$ cat src/include/cgswu_pkg.sv
// Package of constants for the clock gear, standby and warm-up controller
`default_nettype none
package cgswu_pkg;
    // Register word offsets (byte addresses)
    localparam logic [3:0] OFS_SYSCLK  = 4'h0;
    localparam logic [3:0] OFS_OSCCTL  = 4'h4;
    localparam logic [3:0] OFS_STBYCTL = 4'h8;
    localparam logic [3:0] OFS_STATUS  = 4'hC;
    // System clock register fields
    localparam int GEAR_LSB    = 0;
    localparam int PRSC_LSB    = 4;
    localparam int PSRC_BIT    = 8;
    // Oscillator control register fields
    localparam int WU_START_BIT = 0;
    localparam int WU_BUSY_BIT  = 1;
    localparam int PLL_ON_BIT   = 2;
    localparam int WU_SELA_BIT  = 8;
    localparam int WU_SELB_BIT  = 9;
    localparam int WU_CNT_LSB   = 20;
    // Standby control register fields
    localparam int STBY_LSB     = 0;
    localparam int DRIVE_BIT    = 16;
    // Reset values
    localparam logic [2:0]  GEAR_RST  = 3'h0;
    localparam logic [2:0]  PRSC_RST  = 3'h0;
    localparam logic [2:0]  STBY_RST  = 3'h0;
    localparam logic [11:0] WUCNT_RST = 12'h000;
    // Standby select encodings
    localparam logic [2:0]  STBY_STOP = 3'h1;
    localparam logic [2:0]  STBY_IDLE = 3'h3;
    // Warm-up count scale: value holds count with four low bits dropped
    localparam int WU_SHIFT   = 4;
    // Gear switch delay in clock cycles
    localparam int GEAR_DELAY = 4;
    localparam int PLL_MULT   = 8;
    typedef enum logic [1:0] {
        CGSWU_NORMAL = 2'b00,
        CGSWU_IDLE   = 2'b01,
        CGSWU_STOP   = 2'b10,
        CGSWU_WARM   = 2'b11
    } cgswu_mode_t;
endpackage : cgswu_pkg
`default_nettype wire

$ cat src/rtl/cgswu_top.sv
// Clock gear, prescaler select, standby mode control and warm-up counter
`default_nettype none
module cgswu_top
    import cgswu_pkg::*;
#(
    parameter int WU_W = 12
) (
    input  wire logic        clock_in,
    input  wire logic        rst_n_in,
    input  wire logic        clk_en_in,
    // Avalon-MM slave
    input  wire logic [3:0]  avs_address_in,
    input  wire logic        avs_read_in,
    input  wire logic        avs_write_in,
    input  wire logic [31:0] avs_writedata_in,
    input  wire logic [3:0]  avs_byteenable_in,
    output var  logic [31:0] avs_readdata_out,
    output logic             avs_waitrequest_out,
    // Core and wake sources
    input  wire logic        wfi_in,
    input  wire logic        irq_wake_in,
    input  wire logic        watchdog_nmi_request_in,
    input  wire logic [3:0]  idle_run_en_in,
    input  wire logic        osc_tick_in,
    // Clock enables and pin control
    output var  logic [4:0]  gear_div_out,
    output var  logic [4:0]  prescale_div_out,
    output var  logic        periph_source_sel_out,
    output var  logic        pll_x8_en_out,
    output logic             core_clk_en_out,
    output logic [3:0]       idle_periph_clk_en_out,
    output logic             fixed_periph_clk_en_out,
    output logic             analog_clk_en_out,
    output logic             osc_run_out,
    output logic             pin_io_en_out,
    output logic             osc_pin_high_out,
    output var  logic [1:0]  mode_out
);
    // =====================================================
    // Registers and next values
    cgswu_mode_t       mode_r, mode_nxt;
    logic [2:0]        gear_r, gear_nxt, gear_req_r, gear_req_nxt;
    logic [2:0]        gear_dly_r, gear_dly_nxt;
    logic [2:0]        prsc_r, prsc_nxt;
    logic              psrc_r, psrc_nxt;
    logic              pll_on_r, pll_on_nxt;
    logic              sela_r, sela_nxt, selb_r, selb_nxt;
    logic [WU_W-1:0]   wucnt_r, wucnt_nxt;
    logic              busy_r, busy_nxt;
    logic [WU_W+3:0]   wu_ctr_r, wu_ctr_nxt;
    logic [2:0]        stby_r, stby_nxt;
    logic              drive_r, drive_nxt;
    logic              stop_wake_en_r, stop_wake_en_nxt;
    logic [31:0]       rdata_nxt;

    logic wr_sys, wr_osc, wr_stby, wr_stat, rd_go, rd_pend_r, rd_pend_nxt;

    function automatic logic [4:0] div_of(input logic [2:0] sel);
        logic [4:0] d;
        d = 5'h01;
        if (sel <= 3'h4) begin
            d = 5'h01 << sel;
        end
        return d;
    endfunction

    // =====================================================
    // Bus decode: reads wait one cycle so data stands from a flop
    assign avs_waitrequest_out = avs_read_in && !rd_pend_r;
    assign wr_sys  = avs_write_in && avs_address_in == OFS_SYSCLK  && clk_en_in;
    assign wr_osc  = avs_write_in && avs_address_in == OFS_OSCCTL  && clk_en_in;
    assign wr_stby = avs_write_in && avs_address_in == OFS_STBYCTL && clk_en_in;
    assign wr_stat = avs_write_in && avs_address_in == OFS_STATUS  && clk_en_in;
    assign rd_go   = avs_read_in && !rd_pend_r;

    localparam logic [WU_W+3:0] CTR_ONE = {{(WU_W+3){1'b0}}, 1'b1};

    always_comb begin
        gear_nxt     = gear_r;
        gear_req_nxt = gear_req_r;
        gear_dly_nxt = gear_dly_r;
        prsc_nxt     = prsc_r;
        psrc_nxt     = psrc_r;
        pll_on_nxt   = pll_on_r;
        sela_nxt     = sela_r;
        selb_nxt     = selb_r;
        wucnt_nxt    = wucnt_r;
        busy_nxt     = busy_r;
        wu_ctr_nxt   = wu_ctr_r;
        stby_nxt     = stby_r;
        drive_nxt    = drive_r;
        stop_wake_en_nxt = stop_wake_en_r;
        mode_nxt     = mode_r;
        rd_pend_nxt  = rd_go;
        // count ticks to value times sixteen; reloads below win
        if (busy_r && osc_tick_in) begin
            if (wu_ctr_r + CTR_ONE >= ({4'h0, wucnt_r} << WU_SHIFT)) begin
                busy_nxt = 1'b0;
            end else begin
                wu_ctr_nxt = wu_ctr_r + CTR_ONE;
            end
        end
        if (wr_sys && avs_byteenable_in[0]) begin
            gear_req_nxt = avs_writedata_in[GEAR_LSB +: 3];
            gear_dly_nxt = 3'(GEAR_DELAY);
        end else if (gear_dly_r != 3'h0) begin
            gear_dly_nxt = gear_dly_r - 3'h1;
            if (gear_dly_r == 3'h1) begin
                gear_nxt = gear_req_r;
            end
        end
        if (wr_sys && avs_byteenable_in[0]) begin
            prsc_nxt = avs_writedata_in[PRSC_LSB +: 3];
        end
        if (wr_sys && avs_byteenable_in[1]) begin
            psrc_nxt = avs_writedata_in[PSRC_BIT];
        end
        if (wr_osc && avs_byteenable_in[0]) begin
            pll_on_nxt = avs_writedata_in[PLL_ON_BIT];
            if (avs_writedata_in[WU_START_BIT]) begin
                busy_nxt   = 1'b1;
                wu_ctr_nxt = '0;
            end
        end
        if (wr_osc && avs_byteenable_in[1]) begin
            sela_nxt = avs_writedata_in[WU_SELA_BIT];
            selb_nxt = avs_writedata_in[WU_SELB_BIT];
        end
        if (wr_osc && avs_byteenable_in[2] && avs_byteenable_in[3]) begin
            wucnt_nxt = avs_writedata_in[WU_CNT_LSB +: WU_W];
        end
        if (wr_stby && avs_byteenable_in[0]) begin
            stby_nxt = avs_writedata_in[STBY_LSB +: 3];
        end
        if (wr_stby && avs_byteenable_in[2]) begin
            drive_nxt = avs_writedata_in[DRIVE_BIT];
        end
        if (wr_stat && avs_byteenable_in[0]) begin
            stop_wake_en_nxt = avs_writedata_in[0];
        end
        unique case (mode_r)
            CGSWU_NORMAL: begin
                // entry on wait-for-interrupt with select set
                // only the two encodings enter a mode
                if (wfi_in && stby_r == STBY_IDLE) begin
                    mode_nxt = CGSWU_IDLE;
                end else if (wfi_in && stby_r == STBY_STOP) begin
                    mode_nxt = CGSWU_STOP;
                end
            end
            CGSWU_IDLE: begin
                // interrupt or watchdog NMI wakes IDLE
                if (irq_wake_in || watchdog_nmi_request_in) begin
                    mode_nxt = CGSWU_NORMAL;
                end
            end
            CGSWU_STOP: begin
                if (irq_wake_in && stop_wake_en_r) begin
                    mode_nxt   = CGSWU_WARM;
                    busy_nxt   = 1'b1;
                    wu_ctr_nxt = '0;
                end
            end
            CGSWU_WARM: begin
                if (!busy_r) begin
                    mode_nxt = CGSWU_NORMAL;
                end
            end
        endcase
    end

    always_comb begin
        rdata_nxt = 32'h0000_0000;
        unique case (avs_address_in)
            OFS_SYSCLK: begin
                rdata_nxt[GEAR_LSB +: 3] = gear_r;
                rdata_nxt[PRSC_LSB +: 3] = prsc_r;
                rdata_nxt[PSRC_BIT]      = psrc_r;
            end
            OFS_OSCCTL: begin
                rdata_nxt[WU_BUSY_BIT]          = busy_r;
                rdata_nxt[PLL_ON_BIT]           = pll_on_r;
                rdata_nxt[WU_SELA_BIT]          = sela_r;
                rdata_nxt[WU_SELB_BIT]          = selb_r;
                rdata_nxt[WU_CNT_LSB +: WU_W]   = wucnt_r;
            end
            OFS_STBYCTL: begin
                rdata_nxt[STBY_LSB +: 3] = stby_r;
                rdata_nxt[DRIVE_BIT]     = drive_r;
            end
            OFS_STATUS: begin
                rdata_nxt[0]   = stop_wake_en_r;
                rdata_nxt[5:4] = mode_r;
            end
            default: rdata_nxt = 32'h0000_0000;
        endcase
    end

    // =====================================================
    // State registers
    // reset gives NORMAL with no warm-up
    always_ff @(posedge clock_in or negedge rst_n_in) begin
        if (!rst_n_in) begin
            mode_r         <= CGSWU_NORMAL;
            gear_r         <= GEAR_RST;
            gear_req_r     <= GEAR_RST;
            gear_dly_r     <= 3'h0;
            prsc_r         <= PRSC_RST;
            psrc_r         <= 1'b0;
            pll_on_r       <= 1'b0;
            sela_r         <= 1'b0;
            selb_r         <= 1'b0;
            wucnt_r        <= WUCNT_RST;
            busy_r         <= 1'b0;
            wu_ctr_r       <= '0;
            stby_r         <= STBY_RST;
            drive_r        <= 1'b0;
            stop_wake_en_r <= 1'b0;
            rd_pend_r      <= 1'b0;
            avs_readdata_out <= 32'h0000_0000;
        end else if (clk_en_in) begin
            mode_r         <= mode_nxt;
            gear_r         <= gear_nxt;
            gear_req_r     <= gear_req_nxt;
            gear_dly_r     <= gear_dly_nxt;
            prsc_r         <= prsc_nxt;
            psrc_r         <= psrc_nxt;
            pll_on_r       <= pll_on_nxt;
            sela_r         <= sela_nxt;
            selb_r         <= selb_nxt;
            wucnt_r        <= wucnt_nxt;
            busy_r         <= busy_nxt;
            wu_ctr_r       <= wu_ctr_nxt;
            stby_r         <= stby_nxt;
            drive_r        <= drive_nxt;
            stop_wake_en_r <= stop_wake_en_nxt;
            rd_pend_r      <= rd_pend_nxt;
            if (rd_go) begin
                avs_readdata_out <= rdata_nxt;
            end
        end
    end

    // =====================================================
    // Outputs from registers
    always_ff @(posedge clock_in or negedge rst_n_in) begin
        if (!rst_n_in) begin
            gear_div_out          <= 5'h01;
            prescale_div_out      <= 5'h01;
            periph_source_sel_out <= 1'b0;
            pll_x8_en_out         <= 1'b0;
            mode_out              <= CGSWU_NORMAL;
        end else if (clk_en_in) begin
            gear_div_out          <= div_of(gear_nxt);
            prescale_div_out      <= div_of(prsc_nxt);
            periph_source_sel_out <= psrc_nxt;
            pll_x8_en_out         <= pll_on_nxt && mode_nxt == CGSWU_NORMAL;
            mode_out              <= mode_nxt;
        end
    end

    assign core_clk_en_out         = mode_r == CGSWU_NORMAL;
    assign idle_periph_clk_en_out  = mode_r == CGSWU_NORMAL ? 4'hF :
                                     mode_r == CGSWU_IDLE ? idle_run_en_in : 4'h0;
    assign fixed_periph_clk_en_out = mode_r == CGSWU_NORMAL || mode_r == CGSWU_IDLE;
    assign analog_clk_en_out       = 1'b1;
    // oscillator halts in STOP; runs during warm-up
    assign osc_run_out             = mode_r != CGSWU_STOP;
    assign pin_io_en_out    = (mode_r != CGSWU_STOP) || drive_r;
    assign osc_pin_high_out = mode_r == CGSWU_STOP;

    // =====================================================
    // Checks
    a_gear_delay: assert property (@(posedge clock_in) disable iff (!rst_n_in)
        (wr_sys && avs_byteenable_in[0]) ##1 (clk_en_in && !wr_sys)[*5] |=> gear_r == gear_req_r)
        else $error("gear not applied after delay");
    a_gear_reset: assert property (@(posedge clock_in) $rose(rst_n_in) |-> gear_r == 3'h0)
        else $error("gear not 1/1 after reset");
    a_idle_entry: assert property (@(posedge clock_in) disable iff (!rst_n_in)
        clk_en_in && mode_r == CGSWU_NORMAL && wfi_in && stby_r == STBY_IDLE
        |=> mode_r == CGSWU_IDLE) else $error("idle not entered");
    a_stop_nmi: assert property (@(posedge clock_in) disable iff (!rst_n_in)
        mode_r == CGSWU_STOP && !irq_wake_in |=> mode_r == CGSWU_STOP)
        else $error("nmi woke stop");
    a_idle_wake: assert property (@(posedge clock_in) disable iff (!rst_n_in)
        clk_en_in && mode_r == CGSWU_IDLE && watchdog_nmi_request_in
        |=> mode_r == CGSWU_NORMAL) else $error("idle wake missed");
    a_warm_core: assert property (@(posedge clock_in) disable iff (!rst_n_in)
        mode_r == CGSWU_WARM |-> !core_clk_en_out && busy_r || mode_nxt == CGSWU_NORMAL)
        else $error("core clocked during warm-up");
    a_stop_pins: assert property (@(posedge clock_in) disable iff (!rst_n_in)
        mode_r == CGSWU_STOP |-> pin_io_en_out == drive_r && osc_pin_high_out)
        else $error("stop pin state wrong");
    a_idle_gate: assert property (@(posedge clock_in) disable iff (!rst_n_in)
        mode_r == CGSWU_IDLE |-> !core_clk_en_out && idle_periph_clk_en_out == idle_run_en_in)
        else $error("idle gating wrong");
    a_busy_zero: assert property (@(posedge clock_in) disable iff (!rst_n_in)
        busy_r && wucnt_r == '0 && osc_tick_in && clk_en_in && !wr_osc |=> !busy_r)
        else $error("busy not cleared");
    c_idle_cycle: cover property (@(posedge clock_in) mode_r == CGSWU_IDLE ##1
        mode_r == CGSWU_NORMAL);
    c_stop_warm: cover property (@(posedge clock_in) mode_r == CGSWU_WARM ##1
        mode_r == CGSWU_NORMAL);
    c_gear_set: cover property (@(posedge clock_in) gear_r == 3'h4);
endmodule : cgswu_top
`default_nettype wire

$ cat config.mk
export PLATFORM = sky130hd
export DESIGN_NAME = cgswu_top
export DESIGN_NICKNAME = d
export VERILOG_FILES = /design/src/include/cgswu_pkg.sv /design/src/rtl/cgswu_top.sv
export SDC_FILE = /design/constraint.sdc
export NUM_CORES = 1
export LEC_CHECK = 0
export ABC_AREA = 0
export BUFFER_PORTS_ARGS = -buffer_cell sky130_fd_sc_hd__buf_2
export CAP_MARGIN = 20
export CORE_ASPECT_RATIO = 1.25
export CORE_MARGIN = 1.5
export CORE_UTILIZATION = 30
export CTS_CLUSTER_SIZE = 8
export DETAILED_ROUTE_END_ITERATION = 10
export PLACE_DENSITY = 0.49
export SKIP_LAST_GASP = 1
export SLEW_MARGIN = 0
export SYNTH_ARGS = -nofsm -noshare
export SYNTH_HDL_FRONTEND = slang
export SYNTH_SLANG_ARGS = --single-unit
$ cat constraint.sdc
create_clock -name clock_in -period 6.2 [get_ports clock_in]
set_clock_uncertainty 0.15 [all_clocks]
set_input_delay 0.62 -clock clock_in [delete_from_list [all_inputs] [get_ports clock_in]]
set_output_delay 0.62 -clock clock_in [all_outputs]
set_load 0.02 [all_outputs]
==> results_dict.tcl <==
set metrics [dict create \
    status "finished, final reports clean" \
    power.switching_mw 0.548 \
    crit_type "reg2reg" \
    fmax_mhz 253 \
    critPathArrivalTime_ns 4.04 \
    synthArstFlopShare_pct 100 \
    clock-sinks 85 \
    nNetsFinal 566 \
    antenna_found_initial 0 \
    layout_commonest_cell "buf_2" \
    grt_max_degree 49 \
    rows 49 \
    path_max_fanout 9 \
    ys_types 56 \
    p_total_mw 1.67 \
    power.share.clock_pct 31.7 \
    core-area_um2 14400 \
    hold_viol 0 \
    synth_top_cell_area_share_pct 46.8 \
    fin_crit_sh_pct 63.8 \
    tightest_slew_ns 0.929 \
    die_h_um 139 \
    dp_hpwl_um 7930 \
    root_buffer "clkbuf_16" \
    peakVddDrop_mv 0.177 \
    ant_nets 0 \
    required_ns 6.28 \
    grt_pass1_wl_um 17400 \
    hold_path_class "in2async" \
    numPortBuffers 86 \
    fin_area_um2 5270 \
    relSlewSlack_pct 37.8 \
    most-common-layout-cells "85 x buf_2, 83 x dfrtp_1, 37 x nand2_1, 34 x inv_1, 30 x mux2_2" \
    seqPwrFrac_pct 42.3 \
    die_w_um 112 \
    syn_inst 411 \
    p_per_area_nw_per_um2 316 \
    final-max-slew-violation-count 0 \
    combPwrFrac_pct 26.0 \
    ctsHoldBuffers 0 \
    cts_buffer_depth 2 \
    cts_buffers 9 \
    io_pins 110 \
    rsz0062_at_grt "false" \
    postCtsResizedCells 0 \
    place_area_um2 4980 \
    synth_top_area_cell "dfrtp_1" \
    synth_edf_count 0 \
    area_delta_synth_final_pct 18.7 \
    drc 0 \
    fill_cells 1477 \
    clk_pin_slew_ns 0.06 \
    ys.flop_type "dfrtp_1" \
    drt_pre_antenna_iters 4 \
    holdWs_ns 0.0889 \
    p_leak_nw 2.60 \
    dieArea_um2 15500 \
    avgSynthCellArea_um2 10.8 \
    crit_path_start_kind "register" \
    ys_warn_count 0 \
    grt_usage_pct 14.3 \
    ys_ff_latch 85 \
    start_util_pct 30.8 \
    p_sw_share_pct 32.9 \
    maxCapViolations 0 \
    post_cts_buffers 0 \
    grt_overflow 0 \
    finalSetupViolCount 0 \
    cp-end-kind "register" \
    yosysSeqAreaShare_pct 48.0 \
    syn_area_um2 4440 \
    cts_tree "yes" \
    p_int_mw 1.12 \
    grt_pass1_vias 3347 \
    htree_levels 3 \
    final_layout_size_suffix_gt1_share_pct 29.1 \
    drt_iter0_markers 149 \
    antenna_cells 0 \
    vias 3341 \
    clock_latency_ns 0.35 \
    wirelength_um 10700 \
    synth_area_leaders "dfrtp_1 47%, mux2_2 7.6%, ha_1 5.6%" \
    finalCriticalPeriod_ns 3.96 \
    via_per_inst 4.94 \
    fin_setup_tns_ns 0 \
    gp_congestion 0.794 \
    wl_per_cell_um 15.9 \
]
metal layers:
layer	up-vias	track usage, %	wire length (um)
met5	-	0	0
met4	0	5.20	168
met3	14	3.67	469
met2	73	24.6	5400
met1	1657	17.3	4710
li1	1597	-	-
cell families (layout without fill, tap and decap cells):
group	count (synthesis)	in the layout	share of synthesized area, %
adder cells (fa/ha/maj)	20	20	5.64
flip-flops	85	85	48.0
XOR/XNOR	13	13	2.57
buffers and inverters	63	140	6.82
AO/OA/AOI/OAI	88	88	14.7
AND/OR/NAND/NOR	103	103	12.2
multiplexers	37	37	9.87
other	2	12	0.169
metrics by stage:
stage,setup slack [ns],cells,util (%)
after floorplan,3.16,421,-
after global placement,2.26,659,34.5
after detailed placement,2.31,660,34.6
after CTS,2.29,676,36.5
after global routing,2.02,676,36.5
final,2.24,676,36.5
power by group through the flow:
stage	Combinational (mW)	Clock, mW	Sequential [mW]
after global routing	0.482	0.568	0.716
after floorplan	0.293	0	0.719
final	0.433	0.529	0.705
after CTS	0.441	0.545	0.707
after global placement	0.433	0	0.713
after detailed placement	0.440	0	0.716
state kept, by name, indices dropped and copies added, names as in the netlist, 5 cells and up:
| signal | flops |
|---|---|
| avs_readdata_out | 21 |
| gear_div_out | 5 |
| prescale_div_out | 5 |
| wu_ctr_r | 16 |
| wucnt_r | 12 |
area by class of cell:
class / instances / area, um^2 / share of cell area (%)
Clock inverter: 3 / 40.0 / 0.760
Clock buffer: 13 / 240 / 4.56
Timing Repair Buffer: 89 / 459 / 8.72
Tap cell: 178 / 223 / 4.23
Sequential cell: 85 / 2130 / 40.4
Multi-Input combinational cell: 273 / 2040 / 38.8
Inverter: 35 / 131 / 2.50
final timing paths:
path                                 startpoint                    to  slack, ns  cells past startpoint
setup / recovery                    wu_ctr_r[2]          wu_ctr_r[12]       2.24                     12
hold / removal                         rst_n_in   prescale_div_out[2]       0.09                      1
setup reg to reg                    wu_ctr_r[2]          wu_ctr_r[12]       2.24                     12
hold reg to reg            avs_readdata_out[16]  avs_readdata_out[16]       0.33                      2
max in group asynchronous              rst_n_in           wu_ctr_r[8]       4.80                      2
min in group clock_in      avs_readdata_out[16]  avs_readdata_out[16]       0.33                      2
critical path, cell delays in order, from the launching register on:
cell and delay, ns:
dfrtp_1 0.45, nand3_1 0.16, nor3_1 0.37, nand4_1 0.24, nor2_1 0.19, xor2_1 0.21
ha_1 0.29, a211oi_1 0.24, o21ai_0 0.17, a211oi_2 0.45, o21ai_1 0.36, buf_6 0.27
a221o_1 0.29
Yosys cell counts, types with 2 or more instances:
cell type and count:
buf_6 2, o32ai_2 2, clkbuf_1 8, nor2b_1 4, xnor2_1 9, a31oi_1 2
dfstp_2 2, ha_1 20, a22oi_1 3, mux2i_4 2, o21ai_1 2, dfrtp_1 83
nor4b_1 3, a21oi_1 10, and4_1 2, mux2i_1 4, nor2_1 16, buf_4 12
buf_2 5, xor2_1 4, and2_1 3, nand4_1 6, nand2b_1 4, o21ai_0 22
a221o_1 2, mux2_2 30, nand3b_1 2, a21o_1 2, inv_1 34, nand2_1 37
a22o_1 28, nor3_1 3, o2bb2ai_1 3, conb_1 2, nand3_1 12, o221ai_1 2
and3_1 4, o211ai_1 2
Power figures use the tool's default switching activity.
